**src/apcsc_pkg.sv**
```systemverilog
// Purpose: Shared constants for the converter mode and serial control block
// Assumes: 200 MHz reference clock
// Notes:   Mode codes are the two low bits of the control byte
package apcsc_pkg;

	// ------------------------------------------------------------
	// Widths and field positions
	// ------------------------------------------------------------
	localparam int RES_BITS     = 12;
	localparam int CTRL_BITS    = 8;
	localparam int OUT_BITS     = 16;
	localparam int FIFO_DEPTH   = 16;
	localparam int PD_HIGH_POS  = 1;
	localparam int PD_LOW_POS   = 0;

	// ------------------------------------------------------------
	// Power mode codes {power_mode_high_bit, power_mode_low_bit}
	// ------------------------------------------------------------
	localparam logic [1:0] MODE_EXT_CLK = 2'h3;
	localparam logic [1:0] MODE_INT_CLK = 2'h2;
	localparam logic [1:0] MODE_UNUSED  = 2'h1;
	localparam logic [1:0] MODE_PWR_DN  = 2'h0;

	// ------------------------------------------------------------
	// Timing
	// ------------------------------------------------------------
	localparam int REF_CLK_HZ   = 200_000_000;
	localparam int INT_SLOW_HZ  = 225_000;
	localparam int INT_FAST_HZ  = 1_500_000;
	localparam int INT_SLOW_DIV = REF_CLK_HZ / INT_SLOW_HZ;
	localparam int INT_FAST_DIV = REF_CLK_HZ / INT_FAST_HZ;
	localparam int DIV_BITS     = 10;

	typedef enum logic {APCSC_CLK_EXT, APCSC_CLK_INT} apcsc_clk_mode_t;

endpackage

```
**src/apcsc_stream_if.sv**
```systemverilog
// Purpose: Result word stream between the converter core and its FIFO
// Assumes: Single clock domain
// Notes:   Valid and ready on both sides
`timescale 1ns/1ps
interface apcsc_stream_if #(parameter int WIDTH = 12);
	logic             wr_valid;
	logic             wr_ready;
	logic [WIDTH-1:0] wr_data;
	logic             rd_valid;
	logic             rd_ready;
	logic [WIDTH-1:0] rd_data;

	modport fifo (input wr_valid, input wr_data, input rd_ready,
		output wr_ready, output rd_valid, output rd_data);
	modport user (output wr_valid, output wr_data, output rd_ready,
		input wr_ready, input rd_valid, input rd_data);
endinterface

```
**src/apcsc_ctrl.sv**
```systemverilog
// Purpose: Clock mode, power-down and serial control of a 12-bit SAR converter
// Assumes: Serial clock, select, data and shutdown pins are asynchronous
// Notes:   Comparator input answers "input >= o_dac_code"
`timescale 1ns/1ps

// Notes on behaviour
// (RULE1) Mode bits: 11 ext, 10 int, 00 down
// (RULE2) Shutdown high slow clock, open fast, low down
// (RULE3) Software power-down waits for conversion end
// (RULE4) Internal mode: readout works while powered down
// (RULE5) First one bit starts and wakes device
// (RULE6) High mode bit stays up; 00 sleeps after
// (RULE7) Shutdown low aborts conversion at once
// (RULE8) Straight binary 12-bit result codes
// (RULE9) Host uses clock polarity and phase zero
// (RULE10) Host keeps serial clock at most 1.5MHz; host model drives about 15.4MHz (13 ref cycles)
// (RULE11) Host may sequence all eight channels
// (RULE12) Processor host clocks active high, tied
// (RULE13) Bits accepted only with select low
// (RULE14) External start word is 1xxxxx11
// (RULE15) Strobe falling marks conversion under way
// (RULE16) Host samples 16 bits, 12 result first
// (RULE17) Host raises select after reading result
// (RULE18) Shutdown low overrides control byte bits
// (RULE19) Result shifted on falling edges, MSB first
// (RULE20) Ext mode strobe high one period after byte
// (RULE21) First high bit is control byte bit one
// (RULE22) Unassigned code keeps previous mode and power
module apcsc_ctrl #(
	parameter int RES_BITS   = apcsc_pkg::RES_BITS,
	parameter int FIFO_DEPTH = apcsc_pkg::FIFO_DEPTH
) (
	// Clock and reset
	input  wire logic                i_ref_clk,
	input  wire logic                i_rst_n,
	// Serial link pins
	input  wire logic                i_sclk,
	input  wire logic                i_cs_n,
	input  wire logic                i_din,
	output logic                     o_dout,
	output logic                     o_dout_oe_n,
	output logic                     o_conversion_strobe,
	output logic                     o_conversion_strobe_oe_n,
	// Shutdown pin, sensed as driven low or left open
	input  wire logic                i_shutdown_pin_low,
	input  wire logic                i_shutdown_pin_open,
	// Analog side
	input  wire logic                i_cmp_high,
	output logic [RES_BITS-1:0]      o_dac_code,
	// Status
	output logic                     o_powered,
	output logic                     o_ext_clk_mode,
	output logic                     o_int_clk_fast
);
	initial begin
		if (RES_BITS != apcsc_pkg::RES_BITS || FIFO_DEPTH < 2)
			$error("apcsc_ctrl: unsupported RES_BITS or FIFO_DEPTH");
	end

	typedef enum {ST_IDLE, ST_CTRL, ST_EXT_STROBE, ST_EXT_CONV, ST_INT_CONV, ST_INT_PUSH} apcsc_state_t;

	// ------------------------------------------------------------
	// Pin synchronisers
	// ------------------------------------------------------------
	logic sclk_m_q, sclk_s_q, sclk_d_q, cs_m_q, cs_s_q, din_m_q, din_s_q;
	logic shl_m_q, shl_s_q, sho_m_q, sho_s_q, cmp_m_q, cmp_s_q;

	always_ff @(posedge i_ref_clk or negedge i_rst_n) begin
		if (!i_rst_n) begin
			{sclk_m_q, sclk_s_q, sclk_d_q} <= 3'h0;
			{cs_m_q, cs_s_q}               <= 2'h3;
			{din_m_q, din_s_q}             <= 2'h0;
			{shl_m_q, shl_s_q}             <= 2'h0;
			{sho_m_q, sho_s_q}             <= 2'h0;
			{cmp_m_q, cmp_s_q}             <= 2'h0;
		end else begin
			{sclk_m_q, sclk_s_q, sclk_d_q} <= {i_sclk, sclk_m_q, sclk_s_q};
			{cs_m_q, cs_s_q}               <= {i_cs_n, cs_m_q};
			{din_m_q, din_s_q}             <= {i_din, din_m_q};
			{shl_m_q, shl_s_q}             <= {i_shutdown_pin_low, shl_m_q};
			{sho_m_q, sho_s_q}             <= {i_shutdown_pin_open, sho_m_q};
			{cmp_m_q, cmp_s_q}             <= {i_cmp_high, cmp_m_q};
		end
	end

	// ------------------------------------------------------------
	// Functions
	// ------------------------------------------------------------
	function automatic apcsc_pkg::apcsc_clk_mode_t next_mode(input logic [1:0] code,
		input apcsc_pkg::apcsc_clk_mode_t cur);
		if (code == apcsc_pkg::MODE_EXT_CLK)
			next_mode = apcsc_pkg::APCSC_CLK_EXT;
		else if (code == apcsc_pkg::MODE_INT_CLK)
			next_mode = apcsc_pkg::APCSC_CLK_INT;
		else
			next_mode = cur;
	endfunction

	function automatic logic [RES_BITS-1:0] bit_at(input logic [3:0] idx, input logic val);
		bit_at = '0;
		bit_at[idx] = val;
	endfunction

	// ------------------------------------------------------------
	// Decode
	// ------------------------------------------------------------
	apcsc_state_t                state_q;
	apcsc_pkg::apcsc_clk_mode_t  clk_mode_q;
	logic [apcsc_pkg::CTRL_BITS-1:0] ctrl_q;
	logic [2:0]                  bit_cnt_q;
	logic [3:0]                  step_q;
	logic [RES_BITS-1:0]         sar_q;
	logic                        powered_q;
	logic                        pd_after_q;
	logic                        strobe_q;
	logic [apcsc_pkg::DIV_BITS-1:0] div_q;
	logic                        fast_q;
	logic [apcsc_pkg::OUT_BITS-1:0] out_q;
	logic [4:0]                  out_cnt_q;

	apcsc_stream_if #(.WIDTH(RES_BITS)) res_if ();

	wire       sclk_rise  = sclk_s_q & ~sclk_d_q;
	wire       sclk_fall  = ~sclk_s_q & sclk_d_q;
	wire       sel        = ~cs_s_q;
	wire       rise_sel   = sclk_rise & sel;                                    // see (RULE13)
	wire       fall_sel   = sclk_fall & sel;
	wire       start_bit  = (state_q == ST_IDLE) & rise_sel & din_s_q;          // see (RULE5) see (RULE21)
	wire [7:0] ctrl_next  = {ctrl_q[6:0], din_s_q};
	wire [1:0] mode_code  = {ctrl_next[apcsc_pkg::PD_HIGH_POS], ctrl_next[apcsc_pkg::PD_LOW_POS]};
	wire       ctrl_last  = (state_q == ST_CTRL) & rise_sel & (bit_cnt_q == 3'(apcsc_pkg::CTRL_BITS - 1));
	wire       new_ext    = next_mode(mode_code, clk_mode_q) == apcsc_pkg::APCSC_CLK_EXT; // see (RULE1) see (RULE22)
	wire       step_last  = (step_q == 4'h0);
	wire       div_tick   = (div_q == '0);
	wire       ext_step   = (state_q == ST_EXT_CONV) & fall_sel;
	wire       int_step   = (state_q == ST_INT_CONV) & div_tick;
	wire       conv_done  = (ext_step & step_last) | ((state_q == ST_INT_PUSH) & res_if.wr_ready);
	wire [RES_BITS-1:0] sar_new = sar_q | bit_at(step_q, cmp_s_q);             // see (RULE8)
	wire       load_out   = (out_cnt_q == 5'h0) & res_if.rd_valid;

	assign res_if.wr_valid = (state_q == ST_INT_PUSH);
	assign res_if.wr_data  = sar_q;
	assign res_if.rd_ready = (out_cnt_q == 5'h0);

	apcsc_fifo #(.WIDTH(RES_BITS), .DEPTH(FIFO_DEPTH)) u_fifo (
		.i_ref_clk (i_ref_clk),
		.i_rst_n   (i_rst_n),
		.s         (res_if.fifo)
	);

	// ------------------------------------------------------------
	// Internal conversion clock divider
	// ------------------------------------------------------------
	wire [apcsc_pkg::DIV_BITS-1:0] div_load = fast_q ?
		apcsc_pkg::DIV_BITS'(apcsc_pkg::INT_FAST_DIV - 1) : apcsc_pkg::DIV_BITS'(apcsc_pkg::INT_SLOW_DIV - 1);

	always_ff @(posedge i_ref_clk or negedge i_rst_n) begin
		if (!i_rst_n) begin
			div_q  <= '0;
			fast_q <= 1'b0;
		end else begin
			fast_q <= sho_s_q;                                                 // see (RULE2)
			div_q  <= div_tick ? div_load : div_q - 1'b1;
		end
	end

	// ------------------------------------------------------------
	// Control state machine
	// ------------------------------------------------------------
	always_ff @(posedge i_ref_clk or negedge i_rst_n) begin
		if (!i_rst_n) begin
			state_q    <= ST_IDLE;
			clk_mode_q <= apcsc_pkg::APCSC_CLK_INT;
			ctrl_q     <= '0;
			bit_cnt_q  <= '0;
			step_q     <= '0;
			sar_q      <= '0;
			powered_q  <= 1'b1;
			pd_after_q <= 1'b0;
			strobe_q   <= 1'b1;
		end else if (shl_s_q) begin
			state_q    <= ST_IDLE;                                             // see (RULE7) see (RULE18)
			powered_q  <= 1'b0;
			pd_after_q <= 1'b0;
		end else begin
			if (conv_done && pd_after_q)
				powered_q <= 1'b0;                                             // see (RULE3) see (RULE6)
			case (state_q)
				ST_IDLE: begin
					if (start_bit) begin
						state_q   <= ST_CTRL;
						ctrl_q    <= 8'h01;
						bit_cnt_q <= 3'h1;
						powered_q <= 1'b1;                                     // see (RULE5)
					end
				end
				ST_CTRL: begin
					if (!sel) begin
						state_q <= ST_IDLE;
					end else if (rise_sel) begin
						ctrl_q    <= ctrl_next;
						bit_cnt_q <= bit_cnt_q + 3'h1;
						if (ctrl_last) begin
							clk_mode_q <= next_mode(mode_code, clk_mode_q);   // see (RULE1) see (RULE22)
							if (mode_code != apcsc_pkg::MODE_UNUSED)
								pd_after_q <= (mode_code == apcsc_pkg::MODE_PWR_DN); // see (RULE6)
							sar_q  <= '0;
							step_q <= 4'(RES_BITS - 1);
							if (new_ext) begin
								state_q <= ST_EXT_STROBE;
							end else begin
								state_q  <= ST_INT_CONV;
								strobe_q <= 1'b0;                              // see (RULE15)
							end
						end
					end
				end
				ST_EXT_STROBE: begin
					if (!sel) begin
						state_q <= ST_IDLE;
					end else if (sclk_fall) begin
						strobe_q <= 1'b1;                                      // see (RULE20)
						state_q  <= ST_EXT_CONV;
					end
				end
				ST_EXT_CONV: begin
					if (!sel) begin
						state_q  <= ST_IDLE;
						strobe_q <= 1'b0;
					end else if (ext_step) begin
						strobe_q <= 1'b0;                                      // see (RULE15)
						sar_q    <= sar_new;
						step_q   <= step_q - 4'h1;
						if (step_last)
							state_q <= ST_IDLE;
					end
				end
				ST_INT_CONV: begin
					if (int_step) begin
						sar_q  <= sar_new;
						step_q <= step_q - 4'h1;
						if (step_last)
							state_q <= ST_INT_PUSH;
					end
				end
				ST_INT_PUSH: begin
					if (res_if.wr_ready) begin
						strobe_q <= 1'b1;
						state_q  <= ST_IDLE;
					end
				end
				default: state_q <= ST_IDLE;
			endcase
		end
	end

	// ------------------------------------------------------------
	// Result shifter, runs regardless of power state
	// ------------------------------------------------------------
	always_ff @(posedge i_ref_clk or negedge i_rst_n) begin
		if (!i_rst_n) begin
			out_q     <= '0;
			out_cnt_q <= '0;
		end else if (load_out) begin
			out_q     <= {res_if.rd_data, 4'h0};                               // see (RULE4)
			out_cnt_q <= 5'(apcsc_pkg::OUT_BITS);
		end else if (fall_sel && out_cnt_q != 5'h0 && state_q != ST_EXT_CONV) begin
			out_q     <= {out_q[apcsc_pkg::OUT_BITS-2:0], 1'b0};
			out_cnt_q <= out_cnt_q - 5'h1;
		end
	end

	// ------------------------------------------------------------
	// Pin outputs
	// ------------------------------------------------------------
	always_ff @(posedge i_ref_clk or negedge i_rst_n) begin
		if (!i_rst_n) begin
			o_dout                   <= 1'b0;
			o_dout_oe_n              <= 1'b1;
			o_conversion_strobe      <= 1'b1;
			o_conversion_strobe_oe_n <= 1'b0;
			o_dac_code               <= '0;
			o_powered                <= 1'b1;
			o_ext_clk_mode           <= 1'b0;
			o_int_clk_fast           <= 1'b0;
		end else begin
			if (fall_sel)
				o_dout <= ext_step ? cmp_s_q : (out_cnt_q != 5'h0) & out_q[apcsc_pkg::OUT_BITS-1]; // see (RULE19)
			o_dout_oe_n              <= cs_s_q;
			o_conversion_strobe      <= strobe_q;
			o_conversion_strobe_oe_n <= cs_s_q & (clk_mode_q == apcsc_pkg::APCSC_CLK_EXT);
			o_dac_code               <= sar_q | bit_at(step_q, 1'b1);
			o_powered                <= powered_q;
			o_ext_clk_mode           <= (clk_mode_q == apcsc_pkg::APCSC_CLK_EXT);
			o_int_clk_fast           <= fast_q;
		end
	end
endmodule // apcsc_ctrl

```
**src/apcsc_fifo.sv**
```systemverilog
// Purpose: Result FIFO for internal clock mode conversions
// Assumes: DEPTH is a power of two
// Notes:   Full stalls the converter; empty stalls the shifter
`timescale 1ns/1ps
module apcsc_fifo #(
	parameter int WIDTH = 12,
	parameter int DEPTH = 16
) (
	// Clock and reset
	input  wire logic   i_ref_clk,
	input  wire logic   i_rst_n,
	// Stream
	apcsc_stream_if.fifo s
);
	localparam int AW = $clog2(DEPTH);

	initial begin
		if (DEPTH < 2 || (1 << AW) != DEPTH || WIDTH < 1)
			$error("apcsc_fifo: DEPTH must be a power of two >= 2");
	end

	logic [WIDTH-1:0] mem [DEPTH];
	logic [AW-1:0]    wr_ptr_q;
	logic [AW-1:0]    rd_ptr_q;
	logic [AW:0]      count_q;
	wire              do_wr = s.wr_valid & s.wr_ready;
	wire              do_rd = s.rd_valid & s.rd_ready;

	assign s.wr_ready = (count_q != (AW+1)'(DEPTH));
	assign s.rd_valid = (count_q != '0);
	assign s.rd_data  = mem[rd_ptr_q];

	always_ff @(posedge i_ref_clk) begin
		if (do_wr)
			mem[wr_ptr_q] <= s.wr_data;
	end

	always_ff @(posedge i_ref_clk or negedge i_rst_n) begin
		if (!i_rst_n) begin
			wr_ptr_q <= '0;
			rd_ptr_q <= '0;
			count_q  <= '0;
		end else begin
			if (do_wr)
				wr_ptr_q <= wr_ptr_q + 1'b1;
			if (do_rd)
				rd_ptr_q <= rd_ptr_q + 1'b1;
			count_q <= count_q + (AW+1)'(do_wr) - (AW+1)'(do_rd);
		end
	end
endmodule // apcsc_fifo

```
**config.mk**
```make
export PLATFORM = sky130hd
export DESIGN_NAME = apcsc_ctrl
export DESIGN_NICKNAME = d
export VERILOG_FILES = /design/src/apcsc_pkg.sv /design/src/apcsc_stream_if.sv /design/src/apcsc_ctrl.sv /design/src/apcsc_fifo.sv
export SDC_FILE = /design/constraint.sdc
export NUM_CORES = 1
export LEC_CHECK = 0
export ABC_AREA = 1
export BUFFER_PORTS_ARGS = -buffer_cell sky130_fd_sc_hd__buf_2
export CORE_ASPECT_RATIO = 1.75
export CORE_MARGIN = 10
export CORE_UTILIZATION = 32
export DETAILED_ROUTE_END_ITERATION = 10
export SLEW_MARGIN = 10
export SYNTH_ARGS = -nofsm -noshare
export SYNTH_HDL_FRONTEND = slang
export SYNTH_HIERARCHICAL = 1
export SYNTH_SLANG_ARGS = --single-unit
export TNS_END_PERCENT = 10
```
**constraint.sdc**
```tcl
create_clock -name i_ref_clk -period 5.1 [get_ports i_ref_clk]
set_input_delay 0.255 -clock i_ref_clk [delete_from_list [all_inputs] [get_ports i_ref_clk]]
set_output_delay 0.255 -clock i_ref_clk [all_outputs]
set_load 0.05 [all_outputs]
```
# Word-level counts from Yosys, hierarchy flattened
# Memories as Yosys holds them, arrays and structs flattened.
# Cells that the tools add are included.
# totals
register_bits	133
mem_bits_rw	192
in_bits	8
output_inout_bits	19
elab_cells	205
n_memories	1
# op_classes
addsub	8
n_lt_le_gt_ge	2
eq_ne	37
mux	70
bitwise	24
reduce_logical	26
# memory_table
memory	words	width	rd	rd_clocked_by_memory_dff	wr	line_no	text
u_fifo.mem	16	12	1	0	1	apcsc_fifo.sv:22	logic [WIDTH-1:0] mem [DEPTH];
# ops
op	n
two-way mux 32 bit	13
case mux 32 bit (6 select lines)	1
== test 32 x 2 -> 1 bit, second input constant	3
== test 32 x 3 -> 1 bit, second input constant	3
two-way mux 12 bit	6
== test 32 x 4 -> 1 bit, second input constant	2
logical NOT 32 bit	2
case mux 12 bit (3 select lines)	1
== test 32 x 1 -> 1 bit, second input constant	1
two-way mux 16 bit	2
!= test 32 x 3 -> 1 bit, second input constant	1
two-way mux 1 bit	28
two-way mux 4 bit	6
OR 12 bit	2
two-way mux 10 bit	2
!= test 2 bit, second input constant	10
!= test 4 bit, second input constant	5
AND 1 bit	15
AND reduction 5 bit	3
AND 12 bit	1
two-way mux 3 bit	4
!= test 3 bit, second input constant	4
case mux 4 bit (3 select lines)	1
nonzero test 2 bit	6
other kinds (32)	45

# Longest topological paths before layout
# Gate-level depths: netlist of the first run.
# depth
word_depth	11
mapped_depth	13
ltp_nobuf	13

# By module
# The synthesis of the first run kept the hierarchy.
# modules_own_cells
module	instances	cells_each	area_per_inst_um2	seq_area_each_um2
apcsc_fifo	1	847	8842.2	6090.8
apcsc_ctrl	1	463	4095.2	2187.1

# Worst setup path after synthesis of the first run
# Ideal clock, no wire load.
# synth_timing
kind	register to register
start	reg out_cnt_q[0]
end	reg u_fifo.count_q[4]
setup_time_ns	0.126
arrival_ns	2.209
required_ns	4.974
slack_ns	2.765
path_stages_with_launch	14
n_path_buf	0
period_less_slack_ns	2.335
path_cell_list	dfrtp_1 -> inv_1 -> ha_1 -> nand3b_1 -> inv_1 -> nand2_1 -> inv_1 -> ha_1 -> inv_1 -> ha_1 -> fa_1 -> nand3_1 -> nand2_1 -> xor2_1
# synth_between
elab_chain_cells	3
# synth_lines
element	line_no	text
start: declaration	apcsc_ctrl.sv:119	logic [4:0] out_cnt_q;
start signal: assignment	apcsc_ctrl.sv:266	out_cnt_q <= 5'(apcsc_pkg::OUT_BITS);
start signal: assignment	apcsc_ctrl.sv:269	out_cnt_q <= out_cnt_q - 5'h1;
logical NOT 5 bit	apcsc_ctrl.sv:143	assign res_if.rd_ready = (out_cnt_q == 5'h0);
via res_if.rd_ready	apcsc_stream_if.sv:10	logic rd_ready;
AND 1 bit	apcsc_fifo.sv:27	wire do_rd = s.rd_valid & s.rd_ready;
via u_fifo.do_rd	apcsc_fifo.sv:27	
subtractor 5 x 1 -> 5 bit	apcsc_fifo.sv:48	count_q <= count_q + (AW+1)'(do_wr) - (AW+1)'(do_rd);
end signal: assignment	apcsc_fifo.sv:48	
end: declaration	apcsc_fifo.sv:25	logic [AW:0] count_q;
# The timed path passes the listed nets, and every way through them passes these cells.
# A chain may end at the register's enable or synchronous reset.

# Worst setup path in the final report of the first run
# layout_timing
start	reg u_fifo.rd_ptr_q[0]
end	reg out_q[15] (netlist name)
# layout_between
elab_chain_cells	2
# layout_lines
element	line_no	text
start: declaration	apcsc_fifo.sv:24	logic [AW-1:0] rd_ptr_q;
start signal: assignment	apcsc_fifo.sv:47	rd_ptr_q <= rd_ptr_q + 1'b1;
memory read (16 x 12 bit)	n/a	
via res_if.rd_data[11]	apcsc_stream_if.sv:11	logic [WIDTH-1:0] rd_data;
two-way mux 16 bit	apcsc_ctrl.sv:264	end else if (load_out) begin
end signal: assignment	apcsc_ctrl.sv:265	out_q <= {res_if.rd_data, 4'h0};
end signal: assignment	apcsc_ctrl.sv:268	out_q <= {out_q[apcsc_pkg::OUT_BITS-2:0], 1'b0};
end: declaration	apcsc_ctrl.sv:118	logic [apcsc_pkg::OUT_BITS-1:0] out_q;
# The timed path passes the listed nets, and every way through them passes these cells.

==> impl_metrics.yaml, run 1 <==
outcome:
  status: "finished, final reports clean"
synth:
  syn-cell-area_um2: 12900
  synth_warnings: 6
  ys.flop_type: "edfxtp_1"
  syn-num-nets: 1339
  ys_seq_area_share_pct: 64.0
  synth_cell_type_count: 40
  ys_ff_latch: 292
  async_flop_share_pct: 34.2
  synth.area.top_cells: "edfxtp_1, dfrtp_1, nand2_1"
  synth_top_area_share_pct: 44.6
  synthCells: 1310
  synth_top_area_cell: "edfxtp_1"
  syn-mean-instance-area_um2: 9.88
  synth_edf_count: 192
grt:
  grt_pass1_wl_um: 47000
  antenna_found_initial: 0
  grt_max_degree: 102
  grt_use_total_pct: 12.1
  grt-ovfl-total: 0
  grt_pass1_vias: 8687
routing:
  ant_nets: 0
  vias_per_cell: 4.60
  routed_wl_um: 29300
  drc: 0
  first_iter_violations: 420
  first_pass_iters: 5
  post_drt_wl_per_cell_um: 15.9
  via_count: 8493
worst_setup_path:
  cp.arrival_ps: 3130
  r2r_setup_slack_ps: 2430
  crit_type: "flip-flop to flip-flop"
  startpoint: "u_fifo/rd_ptr_q[0]"
  cp.depth: 10
  worstPathRequired_ps: 5550
  reg2reg_from: "u_fifo/rd_ptr_q[0]"
  endpoint: "out_q[15]"
  critPathMaxStageDelay_ps: 670
  cp_max_fo: 50
  cpMaxStageDelayCell: "inv_2"
  worst-path-buf-inv: 2
  cp_cell_sequence: "inv_2, buf_4, nand2_1, nand3_1, nand2_1, nor2_1, nand2_1, nand2_1, o211ai_1, o21ai_0"
  rr_worst_depth: 10
  worstSetupEndpointType: "flip-flop"
  critPathLaunchType: "flip-flop"
  critical-path-top-cell-by-count: "nand2_1"
  r2r-end: "out_q[15]"
  critical-path-top-delay-family: "buffers and inverters"
floorplanning:
  core-area_um2: 40100
  initial_core_util_pct: 32.3
  die_y_um: 286
  dieArea_um2: 49200
  ioPinCount: 27
  dieWidth_um: 172
  fp-row-count: 97
final_layout:
  nets: 1360
  fin_util_pct: 36.0
  final_cell_mix: "nand2_1, edfxtp_1, inv_1"
  final_common_cell: "nand2_1"
  antenna_cells: 0
  layout-drive-gt1-share_pct: 8.52
  fin_cells: 1845
  area_delta_synth_final_pct: 11.4
hold_path:
  hp-class: "input port to asynchronous set/reset pin"
sta:
  max_slew_margin_pct: 26.0
  setup_viol: 0
  rsz0062_at_grt: "no"
  fmax_mhz: 374
  fin_skew_ps: 15.2
  period_needed_ps: 2670
  tns_ps: 0
  report.final.slew_viol_count: 0
  hold_viol_final: 0
  tightestPinTransition_ps: 1110
  fin_crit_sh_pct: 52.4
place:
  gp_congestion: 0.873
  port_buffers: 26
  placedCellCount: 1792
  place.detailed.hpwl_um: 20300
clock_tree:
  cts_made_buffers: 25
  cts_max_level: 1
  clockRootBuffer: "clkbuf_16"
  clk_pin_slew_ps: 70
  cts_tree: "done"
  insertion_delay_ps: 540
  clock-sinks: 292
  clk_path_buf_depth: 3
  cts_resized: 0
run:
  maxCapViolCount: 0
pwr:
  ir_drop_v: 0.000316
  fin_total_pwr_uw: 6930
  p_per_area_nw_per_um2: 481
  p_leak_uw: 0.00637
==> what timing repair did <==
action                    4_1_cts  5_1_grt
buffers inserted                0        0
hold buffers                    7        0
hold endpoints to repair       43        0
==> area by class of cell <==
class	count	area, µm²
Timing Repair Buffer	38	240
Multi-Input combinational cell	820	3830
Fill cell	3991	25600
Sequential cell	292	8280
Clock buffer	27	633
Tap cell	495	619
Clock inverter	19	238
Inverter	154	578
==> worst min path at each step <==
stage / start / endpoint / cells past startpoint
after floorplan: i_rst_n / bit_cnt_q[0] / 0
after global placement: i_rst_n / out_cnt_q[1] / 1
after detailed placement: i_rst_n / out_cnt_q[0] / 1
after CTS: i_rst_n / out_cnt_q[3] / 2
after global routing: i_rst_n / o_conversion_strobe_oe_n / 2
final: i_rst_n / out_cnt_q[0] / 2
==> stage by stage <==
step	hold slack, ps	setup WS, ps	cell area (µm²)
after floorplan	-40.6	2770	12900
after global placement	307	2460	13500
after detailed placement	315	2420	13500
after CTS	284	2410	14400
after global routing	327	2180	14400
final	279	2430	14400
==> worst reg2reg max path: stages, from the launching register on <==
cell	delay [ps]
dfrtp_4	590
inv_2	680
buf_4	440
nand2_1	90
nand3_1	90
nand2_1	60
nor2_1	130
nand2_1	140
nand2_1	160
o211ai_1	110
o21ai_0	100
==> report_power, final <==
group,switching [µW],internal [µW]
clock,847,1160
combinational,1480,562
sequential,162,2720
total,2490,4440
==> state kept, by name, indices dropped and copies added, names as in the netlist, 3 cells and up <==
name and cells:
step_q 4, u_fifo/mem 192, res_if.wr_data 12, out_q 12
u_fifo/rd_ptr_q 4, o_dac_code 12, bit_cnt_q 3, out_cnt_q 5
div_q 10, u_fifo/count_q 5, state_q 3, u_fifo/wr_ptr_q 4
==> cell usage after synthesis, drive strengths merged (9+ instances only) <==
cell type / n
nand2: 458
a21oi: 9
o21ai: 35
dfrtp: 92
inv: 152
ha: 20
buf: 37
edfxtp: 192
xor2: 13
nand3: 114
nor2: 122
nand3b: 13
==> logic make-up after synthesis <==
family,after synthesis,synth area share [%]
adders and majority gates,21,2.09
xor gates and xnor gates,19,1.29
and+or+nand+nor,719,23.5
DFF,292,64.0
AOI/OAI and AO/OA,61,2.73
buffers and inverters,198,6.44
==> routing by layer <==
| layer | up-vias | GRT usage (%) | part of all wire [%] |
|---|---|---|---|
| met5 | - | 0 | 0 |
| met4 | 0 | 5.75 | 4.1 |
| met3 | 55 | 1.24 | 2.7 |
| met2 | 142 | 23.3 | 55 |
| met1 | 4064 | 12.5 | 38 |
| li1 | 4232 | - | - |
Note: power is estimated with default switching activity, not from simulation.
==> inputs of run 2 (changes only) <==
ABC_AREA = 0   (was 1)
clock period = 2.5 ns   (was 5.1 ns; I/O delays follow)
==> run 2 against run 1 <==
  * The run now ends with setup timing left
  * Combinational power up 54%
  * Critical path depth up 1
  * Final cell count down 27%
  * Area after synthesis down 7.3%
  * Synthesized cell count down 40%
  * Die area down 6.6%
  * Via count down 23%
  * Non-clock buffer count up 51
  * Hold slack worse by 160 ps
  * Sequential share of layout area up 1.9 points
  * Clock power up 93%
  * Register-to-register slack worse by 2500 ps
  * Critical path type unchanged
==> impl_metrics.yaml, run 2 <==
floorplanning:
  dieWidth_um: 166
  core-area_um2: 36900
  fp-row-count: 93
  die_y_um: 276
  dieArea_um2: 45900
  ioPinCount: 27
  initial_core_util_pct: 32.5
sta:
  report.final.slew_viol_count: 0
  whs_ps: 120
  hold_viol_final: 0
  rsz0062_at_grt: "yes"
  setup_viol: 2
  tightestPinTransition_ps: 662
  setup_slack_ps: -77.5
  fin_skew_ps: 18.5
  fmax_mhz: 388
  period_needed_ps: 2580
  tns_ps: -124
  fin_crit_sh_pct: 103
  max_slew_margin_pct: 55.9
synth:
  synth_warnings: 6
  syn-mean-instance-area_um2: 15.4
  syn-num-nets: 809
  yosys-top-cells-count: "edfxtp_1, dfrtp_1, mux2i_1"
  async_flop_share_pct: 34.2
  synth_edf_count: 192
  ys_ff_latch: 292
  synth_top_area_share_pct: 48.1
  synthCells: 780
  synth_top_area_cell: "edfxtp_1"
  synthMostInstantiatedCell: "edfxtp_1"
  syn-cell-area_um2: 12000
  synth.area.top_cells: "edfxtp_1, dfrtp_1, mux2i_1"
  synth_cell_type_count: 73
  ys_seq_area_share_pct: 69.0
  ys.flop_type: "edfxtp_1"
clock_tree:
  clock-sinks: 292
  insertion_delay_ps: 540
  clk_path_buf_depth: 3
  cts_max_level: 1
  cts_tree: "done"
  clk_pin_slew_ps: 70
  clockRootBuffer: "clkbuf_16"
  cts_made_buffers: 24
worst_setup_path:
  critical-path-top-cell-by-count: "ha_4"
  crit_type: "flip-flop to flip-flop"
  worstSetupEndpointType: "flip-flop"
  cp.arrival_ps: 3000
  cp_max_fo: 2
  critical-path-top-delay-family: "adder cells"
  cpMaxStageDelayCell: "or4b_4"
  worstPathRequired_ps: 2920
  cp_cell_sequence: "inv_2, ha_4, or4b_4, and2_4, ha_4, inv_2, ha_4, fa_2, buf_4, buf_4, xor2_1"
  startpoint: "u_fifo/count_q[3]"
  reg2reg_from: "u_fifo/count_q[3]"
  critPathMaxStageDelay_ps: 450
  critPathLaunchType: "flip-flop"
  worst-path-buf-inv: 4
final_layout:
  largest_reg_flops: 192
  nets: 885
  largest-register: "u_fifo/mem"
  layout-drive-gt1-share_pct: 20.8
  area_delta_synth_final_pct: 16.4
  fin_util_pct: 37.9
  antenna_cells: 0
  fin_area_um2: 14000
  final_common_cell: "edfxtp_1"
  final_cell_mix: "edfxtp_1, dfrtp_1, mux2i_1"
pwr:
  p_leak_uw: 0.00544
  fin_total_pwr_uw: 12800
  p_per_area_nw_per_um2: 917
  ir_drop_v: 0.000668
place:
  gp_congestion: 0.793
  placed_area_um2: 13000
  place.detailed.hpwl_um: 17600
  port_buffers: 26
outcome:
  status: "complete, but fails checks"
  violations: "setup timing"
routing:
  routed_wl_um: 25600
  post_drt_wl_per_cell_um: 18.9
  first_pass_iters: 4
  ant_nets: 0
  drc: 0
  vias_per_cell: 4.88
  via_count: 6579
  first_iter_violations: 319
hold_path:
  hp-class: "input port to asynchronous set/reset pin"
grt:
  grt_use_total_pct: 10.9
  grt_max_degree: 64
  grt_pass1_vias: 7010
  grt_pass1_wl_um: 40700
  grt-ovfl-total: 0
  antenna_found_initial: 0
run:
  maxCapViolCount: 0
## run 2: cell count changes after synthesis, sizes merged, moves of 13 or more
| cell | change |
|---|---|
| and2 | +14 |
| a221oi | +26 |
| nor2 | -104 |
| a21oi | +33 |
| nand2 | -413 |
| nand3 | -109 |
| mux2i | +54 |
| nor3 | +13 |
| a22oi | +21 |
| mux4 | +24 |
| inv | -115 |
## run 2: routing by layer
metal / wire [µm] / global-route usage, % / vias to the layer above
li1: - / - / 3096
met1: 9480 / 11.3 / 3348
met2: 14500 / 21.2 / 93
met3: 644 / 1.18 / 42
met4: 951 / 4.94 / 0
met5: 0 / 0 / -
## run 2: area by class of cell
class | count | area [µm²]
fill | 3418 | 22900
sequential | 292 | 8280
multi-input combinational | 412 | 3430
timing repair buffer | 89 | 711
clock buffer | 34 | 658
tap | 475 | 594
clock inverter | 10 | 148
inverter | 37 | 139
## run 2: stage by stage
| step | setup slack (ps) | instances |
|---|---|---|
| after global placement | -168 | 1293 |
| after detailed placement | -221 | 1293 |
| final | -77.5 | 1349 |
| after floorplan | -317 | 780 |
| after global routing | -148 | 1349 |
| after CTS | -61.6 | 1348 |
## run 2: cells by family after synthesis
kind of cell             synth area share (%)
XOR/XNOR                                 1.39
multiplexers                             9.23
AO/OA/AOI/OAI                            7.84
buffers and inverters                    2.98
adder cells (fa/ha/maj)                  2.25
flip-flops                               69.0
AND/OR/NAND/NOR                          7.31
## run 2: final timing paths
path,slack (ps),to,cells after the start
max reg2reg,-80,u_fifo/count_q[2],11
max,-80,u_fifo/count_q[2],11
min in group i_ref_clk,230,cmp_m_q,2
max in group asynchronous,1650,sho_s_q,3
min reg2reg,350,shl_s_q,0
min,120,out_cnt_q[2],2
## run 2: where the power goes
group | leakage [µW] | switching [µW] | total (µW) | internal [µW]
clock | 0.000388 | 1710 | 3870 | 2170
combinational | 0.00193 | 1750 | 3160 | 1400
sequential | 0.00313 | 335 | 5780 | 5440
total | 0.00544 | 3800 | 12800 | 9010
## run 2: repair_timing
action,4_1_cts,5_1_grt
buffers inserted,4,1
cloned,0,0
pin swaps,8,4
hold endpoints to repair,43,0
gates resized for setup,10,0
endpoints found under the setup margin,2,2
hold buffers,7,0
